<file path="config.mk">
export PLATFORM = sky130hd
export DESIGN_NAME = pulse_generator
export DESIGN_NICKNAME = d
export VERILOG_FILES = /design/src/rtl/pulse_gen_pkg.sv /design/src/rtl/pulse_generator.sv /design/src/rtl/pulse_channel.sv
export SDC_FILE = /design/constraint.sdc
export NUM_CORES = 2
export LEC_CHECK = 0
export BUFFER_PORTS_ARGS = -buffer_cell sky130_fd_sc_hd__buf_2
export CORE_MARGIN = 2
export CORE_UTILIZATION = 45
export DETAILED_ROUTE_END_ITERATION = 7
export GPL_ROUTABILITY_DRIVEN = 0
export PLACE_DENSITY = 0.57
export SYNTH_ARGS = -nofsm -noshare
export SYNTH_HDL_FRONTEND = slang
export SYNTH_SLANG_ARGS = --single-unit
</file>
<file path="constraint.sdc">
create_clock -name ref_clk -period 27.3 [get_ports ref_clk]
set_input_delay 1.365 -clock ref_clk [delete_from_list [all_inputs] [get_ports ref_clk]]
set_output_delay 1.365 -clock ref_clk [all_outputs]
set_load 0.03 [all_outputs]
</file>
<file path="src/rtl/pulse_gen_pkg.sv">
// Shared constants and types for the digital pulse generator
`default_nettype none
package pulse_gen_pkg;

  localparam int unsigned NUM_GEN        = 3;
  localparam int unsigned ADDR_W         = 8;
  localparam int unsigned DATA_W         = 32;

  // Sampling clock and tick limits
  localparam int unsigned SAMPLE_HZ      = 100_000_000;
  localparam int unsigned CLK_PERIOD_PS  = 10_000;
  localparam int unsigned TICK_MAX_HZ    = 156_250_000;
  localparam int unsigned TICK_MIN_PS    = 6_400;
  localparam int unsigned TICK_MIN_CYC_R =
    (TICK_MIN_PS + CLK_PERIOD_PS - 1) / CLK_PERIOD_PS;
  localparam int unsigned TICK_MIN_CYC   =
    (TICK_MIN_CYC_R < 1) ? 1 : TICK_MIN_CYC_R;
  localparam logic [3:0]  MIN_SHIFT      = 4'($clog2(TICK_MIN_CYC));
  localparam logic [3:0]  MAX_SHIFT      = 4'hF;

  // Per-generator register block, base = index * GEN_STRIDE
  localparam logic [7:0] GEN_STRIDE      = 8'h20;
  localparam logic [4:0] OFS_LENGTH      = 5'h00;
  localparam logic [4:0] OFS_WIDTH       = 5'h04;
  localparam logic [4:0] OFS_DELAY       = 5'h08;
  localparam logic [4:0] OFS_LOOPS       = 5'h0C;
  localparam logic [4:0] OFS_CTRL        = 5'h10;
  localparam logic [4:0] OFS_STATUS      = 5'h14;

  // Global registers
  localparam logic [7:0] ADDR_CMD        = 8'h60;
  localparam logic [7:0] ADDR_TICK_SHIFT = 8'h64;
  localparam logic [7:0] ADDR_TICK_RATE  = 8'h68;

  // Reset values and limits
  localparam logic [31:0] RST_LENGTH     = 32'h0000_0002;
  localparam logic [31:0] RST_WIDTH      = 32'h0000_0001;
  localparam logic [31:0] RST_DELAY      = 32'h0000_0000;
  localparam logic [31:0] RST_LOOPS      = 32'h0000_0000;
  localparam logic [31:0] MIN_LENGTH     = 32'h0000_0002;
  localparam logic [31:0] MIN_WIDTH      = 32'h0000_0001;

  // Control field positions
  localparam int unsigned CTRL_EN_BIT    = 0;
  localparam int unsigned CTRL_MODE_LSB  = 1;
  localparam int unsigned CTRL_SRC_LSB   = 3;
  localparam int unsigned CTRL_GATE_LSB  = 6;

  typedef enum logic [1:0] {
    MODE_SINGLE = 2'b00,
    MODE_REPEAT = 2'b01,
    MODE_GATED  = 2'b10
  } run_mode_t;

  typedef enum logic [2:0] {
    SRC_SOFTWARE = 3'b000,
    SRC_CARD     = 3'b001,
    SRC_GEN0     = 3'b010,
    SRC_GEN1     = 3'b011,
    SRC_GEN2     = 3'b100,
    SRC_LINE0    = 3'b101,
    SRC_LINE1    = 3'b110,
    SRC_LINE2    = 3'b111
  } trig_src_t;

  typedef enum logic [1:0] {
    GATE_NONE    = 2'b00,
    GATE_ARMED   = 2'b01,
    GATE_RUNNING = 2'b10
  } gate_sel_t;

  typedef struct packed {
    gate_sel_t gate;
    trig_src_t src;
    run_mode_t mode;
    logic      enable;
  } pulse_ctrl_t;

  typedef struct packed {
    logic [31:0] length;
    logic [31:0] width;
    logic [31:0] delay;
    logic [31:0] loops;
  } pulse_timing_t;

endpackage
`default_nettype wire

</file>
<file path="src/rtl/pulse_generator.sv">
// Three-channel digital pulse generator with register port and line drive
//
// Notes on behaviour
// Generator outputs drive multipurpose lines zero, one and two.
// Tick derives from sampling clock; resulting tick rate is readable.
// Tick rate never exceeds 156.25 MS/s, one tick per 6.4 ns.
// Modes: single shot, repetition per trigger, gated while gate active.
// Trigger source: software, card trigger, another generator, input lines.
// Optional trigger qualifier: none, armed state or running state.
// Period length is 32-bit, in ticks, at least 2.
// High width is 32-bit, in ticks, at least 1.
// Start delay is 32-bit, in ticks, from 0 upward.
// Loop count is 32-bit; zero repeats without end.
// Line outputs update at the sampling clock rate.
// Output high for width ticks, low for rest of period.
// After a trigger, wait delay ticks, then run the loops.
//
// Our own choices: the strobed register port and the register addresses.
`default_nettype none
module pulse_generator
  import pulse_gen_pkg::*;
#(
  parameter int unsigned CLOCK_HZ = SAMPLE_HZ
)(
  input  wire logic              ref_clk,
  input  wire logic              sys_rst,
  input  wire logic [ADDR_W-1:0] reg_addr,
  input  wire logic [DATA_W-1:0] reg_wdata,
  input  wire logic              reg_wr,
  input  wire logic              reg_rd,
  output logic      [DATA_W-1:0] reg_rdata,
  input  wire logic              card_trig,
  input  wire logic              armed_state,
  input  wire logic              running_state,
  input  wire logic [2:0]        multipurpose_io_lines_in,
  output logic      [2:0]        multipurpose_io_lines_out,
  output logic      [2:0]        multipurpose_io_lines_oe
);

  pulse_ctrl_t   ctrl   [NUM_GEN];
  pulse_timing_t timing [NUM_GEN];
  logic [3:0]    tick_shift;
  logic [3:0]    shift_eff;
  logic [15:0]   tick_cnt;
  logic [15:0]   tick_mask;
  logic          tick;
  logic [31:0]   tick_rate;
  logic [2:0]    sw_trig;
  logic [2:0]    line_meta;
  logic [2:0]    line_sync;
  logic [2:0]    gen_pulse;
  logic [2:0]    gen_active;
  logic [2:0]    gen_done;
  logic [7:0]    src_prev [NUM_GEN];
  logic [7:0]    src_lvl  [NUM_GEN];
  logic [1:0]    gen_sel;
  logic [4:0]    reg_ofs;
  logic          gen_hit;
  logic [31:0]   next_rdata;

  assign gen_sel = reg_addr[6:5];
  assign reg_ofs = reg_addr[4:0];
  assign gen_hit = (reg_addr[7] == 1'b0) && (gen_sel < 2'(NUM_GEN));

  // tick divider, fastest allowed rate clamped from above
  assign shift_eff = (tick_shift < MIN_SHIFT) ? MIN_SHIFT : tick_shift;
  assign tick_mask = 16'((17'h1_0000 >> (5'h10 - {1'b0, shift_eff})) - 17'h1);
  assign tick      = (tick_cnt == 16'h0000);
  assign tick_rate = CLOCK_HZ >> shift_eff;

  always_ff @(posedge ref_clk or posedge sys_rst) begin
    if (sys_rst) begin
      tick_cnt <= 16'h0000;
    end else if (tick_cnt >= tick_mask) begin
      tick_cnt <= 16'h0000;
    end else begin
      tick_cnt <= tick_cnt + 16'h0001;
    end
  end

  // Lines come from outside the clock domain
  always_ff @(posedge ref_clk or posedge sys_rst) begin
    if (sys_rst) begin
      line_meta <= 3'h0;
      line_sync <= 3'h0;
    end else begin
      line_meta <= multipurpose_io_lines_in;
      line_sync <= line_meta;
    end
  end

  // Register writes
  always_ff @(posedge ref_clk or posedge sys_rst) begin
    if (sys_rst) begin
      for (int i = 0; i < NUM_GEN; i++) begin
        ctrl[i]          <= '{GATE_NONE, SRC_SOFTWARE, MODE_SINGLE, 1'b0};
        timing[i].length <= RST_LENGTH;
        timing[i].width  <= RST_WIDTH;
        timing[i].delay  <= RST_DELAY;
        timing[i].loops  <= RST_LOOPS;
      end
      tick_shift <= MIN_SHIFT;
    end else if (reg_wr) begin
      if (gen_hit) begin
        case (reg_ofs)
          OFS_LENGTH: timing[gen_sel].length <= reg_wdata;
          OFS_WIDTH:  timing[gen_sel].width  <= reg_wdata;
          OFS_DELAY:  timing[gen_sel].delay  <= reg_wdata;
          OFS_LOOPS:  timing[gen_sel].loops  <= reg_wdata;
          OFS_CTRL: begin
            ctrl[gen_sel].enable <= reg_wdata[CTRL_EN_BIT];
            ctrl[gen_sel].mode   <=
              run_mode_t'(reg_wdata[CTRL_MODE_LSB +: 2]);
            ctrl[gen_sel].src    <=
              trig_src_t'(reg_wdata[CTRL_SRC_LSB +: 3]);
            ctrl[gen_sel].gate   <=
              gate_sel_t'(reg_wdata[CTRL_GATE_LSB +: 2]);
          end
          default: ;
        endcase
      end else if (reg_addr == ADDR_TICK_SHIFT) begin
        tick_shift <= reg_wdata[3:0];
      end
    end
  end

  // Software trigger is a one-cycle pulse per written bit
  always_ff @(posedge ref_clk or posedge sys_rst) begin
    if (sys_rst) begin
      sw_trig <= 3'h0;
    end else begin
      sw_trig <= (reg_wr && reg_addr == ADDR_CMD) ? reg_wdata[2:0] : 3'h0;
    end
  end

  // Register reads, unmapped addresses return zero
  always_comb begin
    next_rdata = 32'h0000_0000;
    if (gen_hit) begin
      case (reg_ofs)
        OFS_LENGTH: next_rdata = timing[gen_sel].length;
        OFS_WIDTH:  next_rdata = timing[gen_sel].width;
        OFS_DELAY:  next_rdata = timing[gen_sel].delay;
        OFS_LOOPS:  next_rdata = timing[gen_sel].loops;
        OFS_CTRL:   next_rdata = {24'h00_0000, ctrl[gen_sel]};
        OFS_STATUS: next_rdata = {29'h0000_0000, gen_done[gen_sel],
                                  gen_active[gen_sel], gen_pulse[gen_sel]};
        default:    next_rdata = 32'h0000_0000;
      endcase
    end else if (reg_addr == ADDR_TICK_SHIFT) begin
      next_rdata = {28'h000_0000, shift_eff};
    end else if (reg_addr == ADDR_TICK_RATE) begin
      // tick rate readable
      next_rdata = tick_rate;
    end
  end

  always_ff @(posedge ref_clk or posedge sys_rst) begin
    if (sys_rst) begin
      reg_rdata <= 32'h0000_0000;
    end else if (reg_rd) begin
      reg_rdata <= next_rdata;
    end else begin
      reg_rdata <= 32'h0000_0000;
    end
  end

  for (genvar g = 0; g < NUM_GEN; g++) begin : gen_ch
    logic qual;
    logic sel_lvl;
    logic sel_rise;

    // trigger source vector, indexed by source code
    assign src_lvl[g] = {line_sync[2], line_sync[1], line_sync[0],
                         gen_pulse[2], gen_pulse[1], gen_pulse[0],
                         card_trig, sw_trig[g]};

    always_ff @(posedge ref_clk or posedge sys_rst) begin
      if (sys_rst) begin
        src_prev[g] <= 8'h00;
      end else begin
        src_prev[g] <= src_lvl[g];
      end
    end

    // gate qualifier
    always_comb begin
      case (ctrl[g].gate)
        GATE_NONE:    qual = 1'b1;
        GATE_ARMED:   qual = armed_state;
        GATE_RUNNING: qual = running_state;
        default:      qual = 1'b0;
      endcase
    end

    assign sel_lvl  = src_lvl[g][ctrl[g].src] && qual;
    assign sel_rise = src_lvl[g][ctrl[g].src] &&
                      !src_prev[g][ctrl[g].src] && qual;

    pulse_channel u_chan (
      .ref_clk   (ref_clk),
      .sys_rst   (sys_rst),
      .tick      (tick),
      .ctrl      (ctrl[g]),
      .timing    (timing[g]),
      .trig_evt  (sel_rise),
      .gate_lvl  (sel_lvl),
      .pulse_out (gen_pulse[g]),
      .active    (gen_active[g]),
      .done      (gen_done[g])
    );

    // line drive refreshed every sampling clock
    always_ff @(posedge ref_clk or posedge sys_rst) begin
      if (sys_rst) begin
        multipurpose_io_lines_out[g] <= 1'b0;
        multipurpose_io_lines_oe[g]  <= 1'b0;
      end else begin
        multipurpose_io_lines_out[g] <= gen_pulse[g];
        multipurpose_io_lines_oe[g]  <= ctrl[g].enable;
      end
    end

  end
endmodule
`default_nettype wire

</file>
<file path="src/rtl/pulse_channel.sv">
// One pulse generator channel: delay, period, width and loop sequencing
`default_nettype none
module pulse_channel
  import pulse_gen_pkg::*;
(
  input  wire logic          ref_clk,
  input  wire logic          sys_rst,
  input  wire logic          tick,
  input  wire pulse_ctrl_t   ctrl,
  input  wire pulse_timing_t timing,
  input  wire logic          trig_evt,
  input  wire logic          gate_lvl,
  output logic               pulse_out,
  output logic               active,
  output logic               done
);

  typedef enum logic [1:0] {
    ST_IDLE  = 2'b00,
    ST_DELAY = 2'b01,
    ST_RUN   = 2'b10,
    ST_DONE  = 2'b11
  } chan_state_t;

  chan_state_t state;
  logic [31:0] cnt;
  logic [31:0] loop_cnt;
  logic [31:0] len_eff;
  logic [31:0] wid_eff;
  logic        gated;
  logic        start;
  logic        last_tick;

  // minimum length and width
  assign len_eff = (timing.length < MIN_LENGTH) ? MIN_LENGTH : timing.length;
  assign wid_eff = (timing.width < MIN_WIDTH) ? MIN_WIDTH : timing.width;

  assign gated     = (ctrl.mode == MODE_GATED);
  // gated start follows the level, others an edge
  assign start     = gated ? gate_lvl : trig_evt;
  assign last_tick = (cnt == len_eff - 32'h0000_0001);

  always_ff @(posedge ref_clk or posedge sys_rst) begin
    if (sys_rst) begin
      state    <= ST_IDLE;
      cnt      <= 32'h0000_0000;
      loop_cnt <= 32'h0000_0000;
    end else if (!ctrl.enable) begin
      state    <= ST_IDLE;
      cnt      <= 32'h0000_0000;
      loop_cnt <= 32'h0000_0000;
    end else begin
      case (state)
        // delay first, zero delay runs at once
        ST_IDLE: begin
          if (start) begin
            cnt      <= 32'h0000_0000;
            loop_cnt <= 32'h0000_0000;
            state    <= (timing.delay == 32'h0000_0000) ? ST_RUN : ST_DELAY;
          end
        end
        // delay counted in ticks
        ST_DELAY: begin
          if (gated && !gate_lvl) begin
            state <= ST_IDLE;
          end else if (tick) begin
            if (cnt == timing.delay - 32'h0000_0001) begin
              cnt   <= 32'h0000_0000;
              state <= ST_RUN;
            end else begin
              cnt <= cnt + 32'h0000_0001;
            end
          end
        end
        // loop count, zero repeats forever
        ST_RUN: begin
          if (gated && !gate_lvl) begin
            state <= ST_IDLE;
          end else if (tick) begin
            if (last_tick) begin
              cnt <= 32'h0000_0000;
              if (timing.loops != 32'h0000_0000 &&
                  loop_cnt == timing.loops - 32'h0000_0001) begin
                state <= (ctrl.mode == MODE_SINGLE) ? ST_DONE : ST_IDLE;
              end else begin
                loop_cnt <= loop_cnt + 32'h0000_0001;
              end
            end else begin
              cnt <= cnt + 32'h0000_0001;
            end
          end
        end
        // Single shot holds here until the channel is disabled
        ST_DONE: state <= ST_DONE;
        default: state <= ST_IDLE;
      endcase
    end
  end

  // high for width ticks, low for the rest
  always_ff @(posedge ref_clk or posedge sys_rst) begin
    if (sys_rst) begin
      pulse_out <= 1'b0;
    end else begin
      pulse_out <= (state == ST_RUN) && (cnt < wid_eff);
    end
  end

  assign active = (state == ST_DELAY) || (state == ST_RUN);
  assign done   = (state == ST_DONE);
endmodule
`default_nettype wire

</file>
* Word level (Yosys, flattened, before mapping)
Cells that the tools add are included.
** Word-level totals
- Output and inout bits :: 38
- Latch bits :: 0
- Word-level logic and storage cells :: 379
- Input bits :: 50
- ROM bits :: 0
- RAM bits :: 0
- Memories kept :: 0
- Register bits :: 700
** Cells by class
- $lt $le $gt $ge :: 18
- Shifts and indexed selects :: 2
- Multiplexer cells :: 150
- $mul :: 0
- Reductions and logical operators :: 60
- Bitwise operators :: 3
- Eq/ne operators :: 77
- Add/subtract/negate cells :: 18
- Divide/modulo/power cells :: 0
** Operators with widths (count)
- 32-bit two-way mux :: 50
- 384-bit bitwise mux :: 4
- 384-bit case mux with 4 select lines :: 1
- 128-bit demux with 2-bit select :: 4
- 128-bit two-way mux :: 3
- 32-bit == test :: 9
- 32-bit case mux with 3 select lines :: 3
- 32-bit by 1-bit subtractor with 32-bit output (second input constant) :: 9
- 128-bit binary-select mux with 2-bit select :: 1
- 32-bit by 1-bit adder with 32-bit output (second input constant) :: 6
- 32-bit case mux with 2 select lines :: 3
- 32-bit case mux with 6 select lines :: 1
- 24-bit bitwise mux :: 4
- 32-bit logical NOT :: 3
- 32-bit by 1-bit < comparator with 1-bit output (second input constant) :: 3
- 32-bit by 2-bit < comparator with 1-bit output (second input constant) :: 3
- 32-bit < comparator :: 3
- 96-bit two-way mux :: 1
- 32-bit nonzero test :: 3
- 2-bit two-way mux :: 33
- 8-bit demux with 2-bit select :: 4
- 64-bit two-way mux :: 1
- 6-bit AND reduction :: 9
- 4-bit by 2-bit inequality test with 1-bit output (second input constant) :: 11
- 44 further kinds :: 156

* Longest topological paths before layout
- Depth in word-level cells :: 9
- Gate-level depth with buffers :: 21
- Depth with buffers taken out :: 17

* Modules after synthesis
Synthesis repeated with hierarchy kept, for this count alone.
** Unflattened totals
- Cell total of the unflattened synthesis :: 5291
- Area, all modules :: 48945.7 µm²
** By module, submodules not included
- pulse_generator :: times used 1, sequential area each 12069.1 µm², area an instance 23029.6 µm², cells each 1851
- pulse_channel (gen_ch[1].u_chan ...) :: times used 2, sequential area each 1676.6 µm², area an instance 8595.7 µm², cells each 1132
- pulse_channel (gen_ch[0].u_chan) :: times used 1, sequential area each 1676.6 µm², area an instance 8724.6 µm², cells each 1176

* Worst setup path after synthesis
Ideal clock, no wire load.
- Path kind :: register to register
- From :: register, netlist name timing[115]
- To :: register gen_ch[2].u_chan.cnt[14]
- Library setup time :: 0.134 ns
- Required time :: 27.166 ns
- Buffers on the path :: 4
- Arrival time :: 5.975 ns
- Stages on the path, launching flop included :: 21
- Path slack :: 21.190 ns
- Clock period less this slack :: 6.110 ns
- Path through :: dfrtp_1 -> clkbuf_1 -> or4_1 -> nand4b_1 -> or4b_2 -> clkbuf_1 -> nand2_1 -> ha_1 -> or4b_2 -> nor4_1 -> xnor2_1 -> nand2_1 -> a2111oi_0 -> o211ai_1 -> nor4_1 -> a2bb2oi_1 -> clkbuf_1 -> clkbuf_1 -> nor2_1 -> a21oi_1 -> o31ai_1
** Between the ends
- Word-level cells in the longest chain between the ends :: 9
** RTL lines
- 32-bit by 2-bit < comparator with 1-bit output :: RTL line pulse_channel.sv:35 : assign len_eff = (timing.length < MIN_LENGTH) ? MIN_LENGTH : timing.length;
- 32-bit two-way mux (*) :: RTL line pulse_channel.sv:35
- 32-bit by 1-bit subtractor with 32-bit output (*) :: RTL line pulse_channel.sv:41 : assign last_tick = (cnt == len_eff - 32'h0000_0001);
- 32-bit == test (*) :: RTL line pulse_channel.sv:41
- 32-bit two-way mux (*) :: RTL line pulse_channel.sv:80 : if (last_tick) begin
- 32-bit two-way mux (*) :: RTL line pulse_channel.sv:79 : end else if (tick) begin
- 32-bit two-way mux (*) :: RTL line pulse_channel.sv:77 : if (gated && !gate_lvl) begin
- 32-bit case mux with 3 select lines (*) :: RTL line pulse_channel.sv:53 : case (state)
- 32-bit two-way mux (*) :: RTL line pulse_channel.sv:48 : end else if (!ctrl.enable) begin
- end signal: assignment :: RTL line pulse_channel.sv:71 : cnt <= cnt + 32'h0000_0001;
- end signal: assignment :: RTL line pulse_channel.sv:89 : cnt <= cnt + 32'h0000_0001;
- end: declaration :: RTL line pulse_channel.sv:26 : logic [31:0] cnt;
Every way passes the cells marked *; elsewhere a longest branch is shown, timed or not. The select of a mux whose other input is x is not followed.
A chain may end at the register's enable or synchronous reset.

* Worst setup path in the final report
- From :: register, netlist name timing[110]
- To :: register gen_ch[2].u_chan.cnt[29]
** Between the ends
- Word-level cells in the longest chain between the ends :: 9
** RTL lines (RTL line)
- 32-bit by 2-bit < comparator with 1-bit output :: pulse_channel.sv:35
- 32-bit two-way mux (*) :: pulse_channel.sv:35
- 32-bit by 1-bit subtractor with 32-bit output (*) :: pulse_channel.sv:41
- 32-bit == test (*) :: pulse_channel.sv:41
- 32-bit two-way mux (*) :: pulse_channel.sv:80
- 32-bit two-way mux (*) :: pulse_channel.sv:79
- 32-bit two-way mux (*) :: pulse_channel.sv:77
- 32-bit case mux with 3 select lines (*) :: pulse_channel.sv:53
- 32-bit two-way mux (*) :: pulse_channel.sv:48
Marks and branches as above.

==> flow_metrics.py <==
metrics = {
    "run": {
        "maxCapViolCount": 0,
    },
    "synth": {
        "synth_cells": 5339,
        "synthArstFlopShare_pct": 100.0,
        "yosysUniqueCellTypes": 85,
        "syn-num-nets": 5529,
        "synth_edf_count": 0,
        "avgSynthCellArea_sq_um": 8.840,
        "ys_seq_elements": 683,
        "synth_ff_type": "dfrtp_1",
        "syn_area_sq_um": 47200,
        "yosysWarningCount": 0,
        "seq_area_frac_synth_pct": 36.23,
    },
    "place": {
        "dp_slack_ns": 20.03,
        "hpwlAfterDp_microns": 137600,
        "placed_area_sq_um": 48350,
        "dpl.cell_count": 6457,
        "port_buffers": 87,
    },
    "pwr": {
        "p_total_w": 0.002907,
        "p_leak_nw": 22.92,
        "ir_worst_vdd_v": 0.00004870,
        "powerDensity_nw_per_um2": 56.61,
    },
    "layout": {
        "nets": 5352,
        "area_growth_pct": 8.812,
        "drive_gt1_share_pct": 13.21,
        "stdcell_area_sq_um": 51360,
        "layout.cells.non_filler": 6626,
    },
    "setup_path": {
        "max_stage_delay_ns": 0.88,
        "endpoint_kind": "flop",
        "path_max_fanout": 32,
        "crit_chain": "nor4_1 -> nand4b_1 -> or4b_2 -> nand2_1 -> ha_1 -> or4b_2 -> nor4_1 -> xnor2_1 -> nand2_1 -> a2111oi_0 -> o211ai_1 -> nor4_1 -> buf_4 -> a2bb2oi_2 -> buf_4 -> or2_2 -> nor4_1 -> a21o_1",
        "crit_top_cell": "nor4_1",
        "critPathKind": "flop to flop",
        "slowest_stage": "or4b_2",
        "crit_required_ns": 27.88,
        "cp_data_arrival_time_ns": 8.06,
        "start_kind": "flop",
    },
    "detailed_routing": {
        "ant_nets": 0,
        "vias_per_cell": 6.549,
        "drt_iter0_markers": 5715,
        "via_count": 43390,
        "wl_per_cell_microns": 29.00,
        "drcViolationCount": 0,
        "finalWirelength_microns": 192100,
        "dr.pass1.iters": 6,
    },
    "clock_tree": {
        "cts_repair_resize_count": 0,
        "cts_tree": "done",
        "cts.reportedPaths.clkPinSlew_ns": 0.06,
        "cts_buffers": 83,
        "clockBufferDepth": 3,
        "cts_hold_buf": 0,
        "htree_levels": 3,
        "postCtsSetupBuffers": 0,
        "cts.sinks": 683,
        "clk_latency_ns": 0.70,
        "clock-root-buffer": "clkbuf_16",
    },
    "floorplan": {
        "fp-row-count": 118,
        "die_h_microns": 327.9,
        "core-area_sq_um": 103800,
        "start_util_pct": 45.47,
        "die_w_microns": 327.9,
        "die_area_sq_um": 107500,
        "io-pin-count": 88,
    },
    "sta": {
        "fmax_mhz": 133.6,
        "fin_tns_setup_ns": 0,
        "setup_ws_ns": 19.82,
        "fin_crit_ns": 7.482,
        "rsz0062_at_grt": "false",
        "skew_ns": 0.03416,
        "max-slew-margin-rel_pct": 21.98,
        "finalSetupViolations": 0,
        "finalHoldViolations": 0,
        "period_share_pct": 27.41,
        "worst_pin_slew_ns": 1.141,
        "maxSlewViolCount": 0,
    },
    "grt": {
        "grt_pass1_vias": 39460,
        "grt-ovfl-total": 0,
        "grt_pass1_wl_microns": 276300,
        "antenna_found_initial": 18,
        "grt_max_degree": 152,
        "grt_usage_pct": 34.97,
    },
    "outcome": {
        "status": "finished clean",
    },
    "worst_hold_path": {
        "worstHoldPathType": "flop to flop",
    },
}
[worst max-delay path: cells and delay by family (launching register included)]
family	cells	cell delay [ns]
AND/OR/NAND/NOR	10	4.96
XOR/XNOR	1	0.18
buffers and inverters	2	0.63
AO/OA/AOI/OAI	4	0.86
adder cells (fa/ha/maj)	1	0.25
flip-flops	1	0.47
[placed cells by master (no fill, tap or decap), types with 56 or more instances in the layout]
cell type / instances
buf_2: 85
a31oi_1: 58
or3_1: 70
nand2_1: 434
xnor2_1: 264
nor3_1: 145
and3_1: 77
nand2b_1: 58
nor2_1: 390
xor2_1: 131
inv_1: 186
or4_1: 63
ha_1: 140
o21ai_0: 376
dfrtp_1: 677
clkbuf_16: 84
buf_4: 56
mux2_2: 324
a21oi_1: 234
o22ai_1: 62
mux2i_1: 170
nand3_1: 150
nor4_1: 145
nand4_1: 92
[where the power goes]
| group | internal, W | switching, W | leakage (nW) |
|---|---|---|---|
| Clock | 0.000734 | 0.000495 | 1.44 |
| Sequential | 0.00105 | 0.0000746 | 8.96 |
| Combinational | 0.000206 | 0.000349 | 12.5 |
| Total | 0.00199 | 0.000919 | 22.9 |
[metrics by stage]
step / utilization (%) / hold WS (ns)
4_1_cts: 49.44 / 0.3517
6_report: 49.48 / 0.3485
5_1_grt: 49.44 / 0.3668
3_3_place_gp: 46.59 / 0.3432
2_1_floorplan: - / 0.3312
3_5_place_dp: 46.59 / 0.3358
[metal layers]
metal / part of all wire (%) / global-route usage, % / vias up / wire length, microns
met1: 40 / 46.83 / 21260 / 77660
met4: 6.4 / 18.81 / 8 / 12280
met3: 11 / 8.967 / 592 / 20620
met5: 0.027 / 0.04437 / - / 52
li1: - / - / 19080 / -
met2: 42 / 51.71 / 2454 / 81510
[state kept, by name (all words and copies together), names as in the netlist]
register,count
gen_ch.u_chan.cnt,96
gen_ch.u_chan.pulse_out,3
tick_cnt,16
reg_rdata,32
gen_ch.u_chan.state,6
sw_trig,3
tick_shift,4
ctrl,24
gen_ch.u_chan.loop_cnt,96
multipurpose_io_lines_oe,3
src_prev,10
line_meta,3
line_sync,3
timing,384
[cell usage after synthesis (15+ instances only)]
master      n  share of area [%]
a22o_1     22               0.41
mux2_2    324                7.7
o41ai_1    16               0.30
or3_1      70               0.93
a211oi_1   21               0.33
nor4_1    146                1.9
o22ai_1    62               0.82
o211ai_1   34               0.54
inv_1     187                1.5
a221oi_1   22               0.41
or4_1      63                1.0
mux2i_1   170                3.6
nand4b_1   18               0.33
nand3_1   150                1.6
xnor2_1   264                4.9
nand2b_1   58               0.77
a31oi_1    58               0.77
and2_1     37               0.49
nand2_1   434                3.5
nor2_1    392                3.1
or2_2      17               0.23
buf_1      59               0.47
o31ai_1    52               0.83
mux4_2     19               0.91
a21o_1     46               0.73
a21oi_1   234                2.5
and3_1     77                1.0
nor4b_1    25               0.46
nand4_1    92                1.2
nand3b_1   15               0.24
o21ai_0   376                4.0
nor3b_1    42               0.67
nor3_1    148                1.6
clkbuf_1  339                2.7
dfrtp_1   677                 36
nor2b_1    52               0.69
ha_1      140                3.7
xor2_1    131                2.4
[logic make-up after synthesis]
kind of cell	synth area share [%]
flops	36.23
mux	12.24
compound gates	15.04
xor+xnor	7.330
fa+ha+maj	3.733
buf+inv	4.782
simple gates	20.64
[path summary, 6_finish.rpt]
check | start | endpoint | slack, ns | cells past startpoint
max reg2reg | timing[110] | gen_ch[2].u_chan.cnt[29] | 19.82 | 18
max | timing[110] | gen_ch[2].u_chan.cnt[29] | 19.82 | 18
min | line_meta[2] | line_sync[2] | 0.35 | 0
min in group asynchronous | sys_rst | gen_ch[2].u_chan.loop_cnt[22] | 0.76 | 2
max in group asynchronous | sys_rst | timing[227] | 22.80 | 6
min reg2reg | line_meta[2] | line_sync[2] | 0.35 | 0
[area by class of cell]
type	instances	area, sq um
Antenna cell	16	40.04
Multi-Input combinational cell	4061	27920
Inverter	189	716.9
Sequential cell	683	17100
Timing Repair Buffer	144	890.9
Fill cell	9750	52440
Clock inverter	46	654.4
Tap cell	1380	1727
Clock buffer	107	2308
Note: power is estimated with default switching activity, not from simulation.
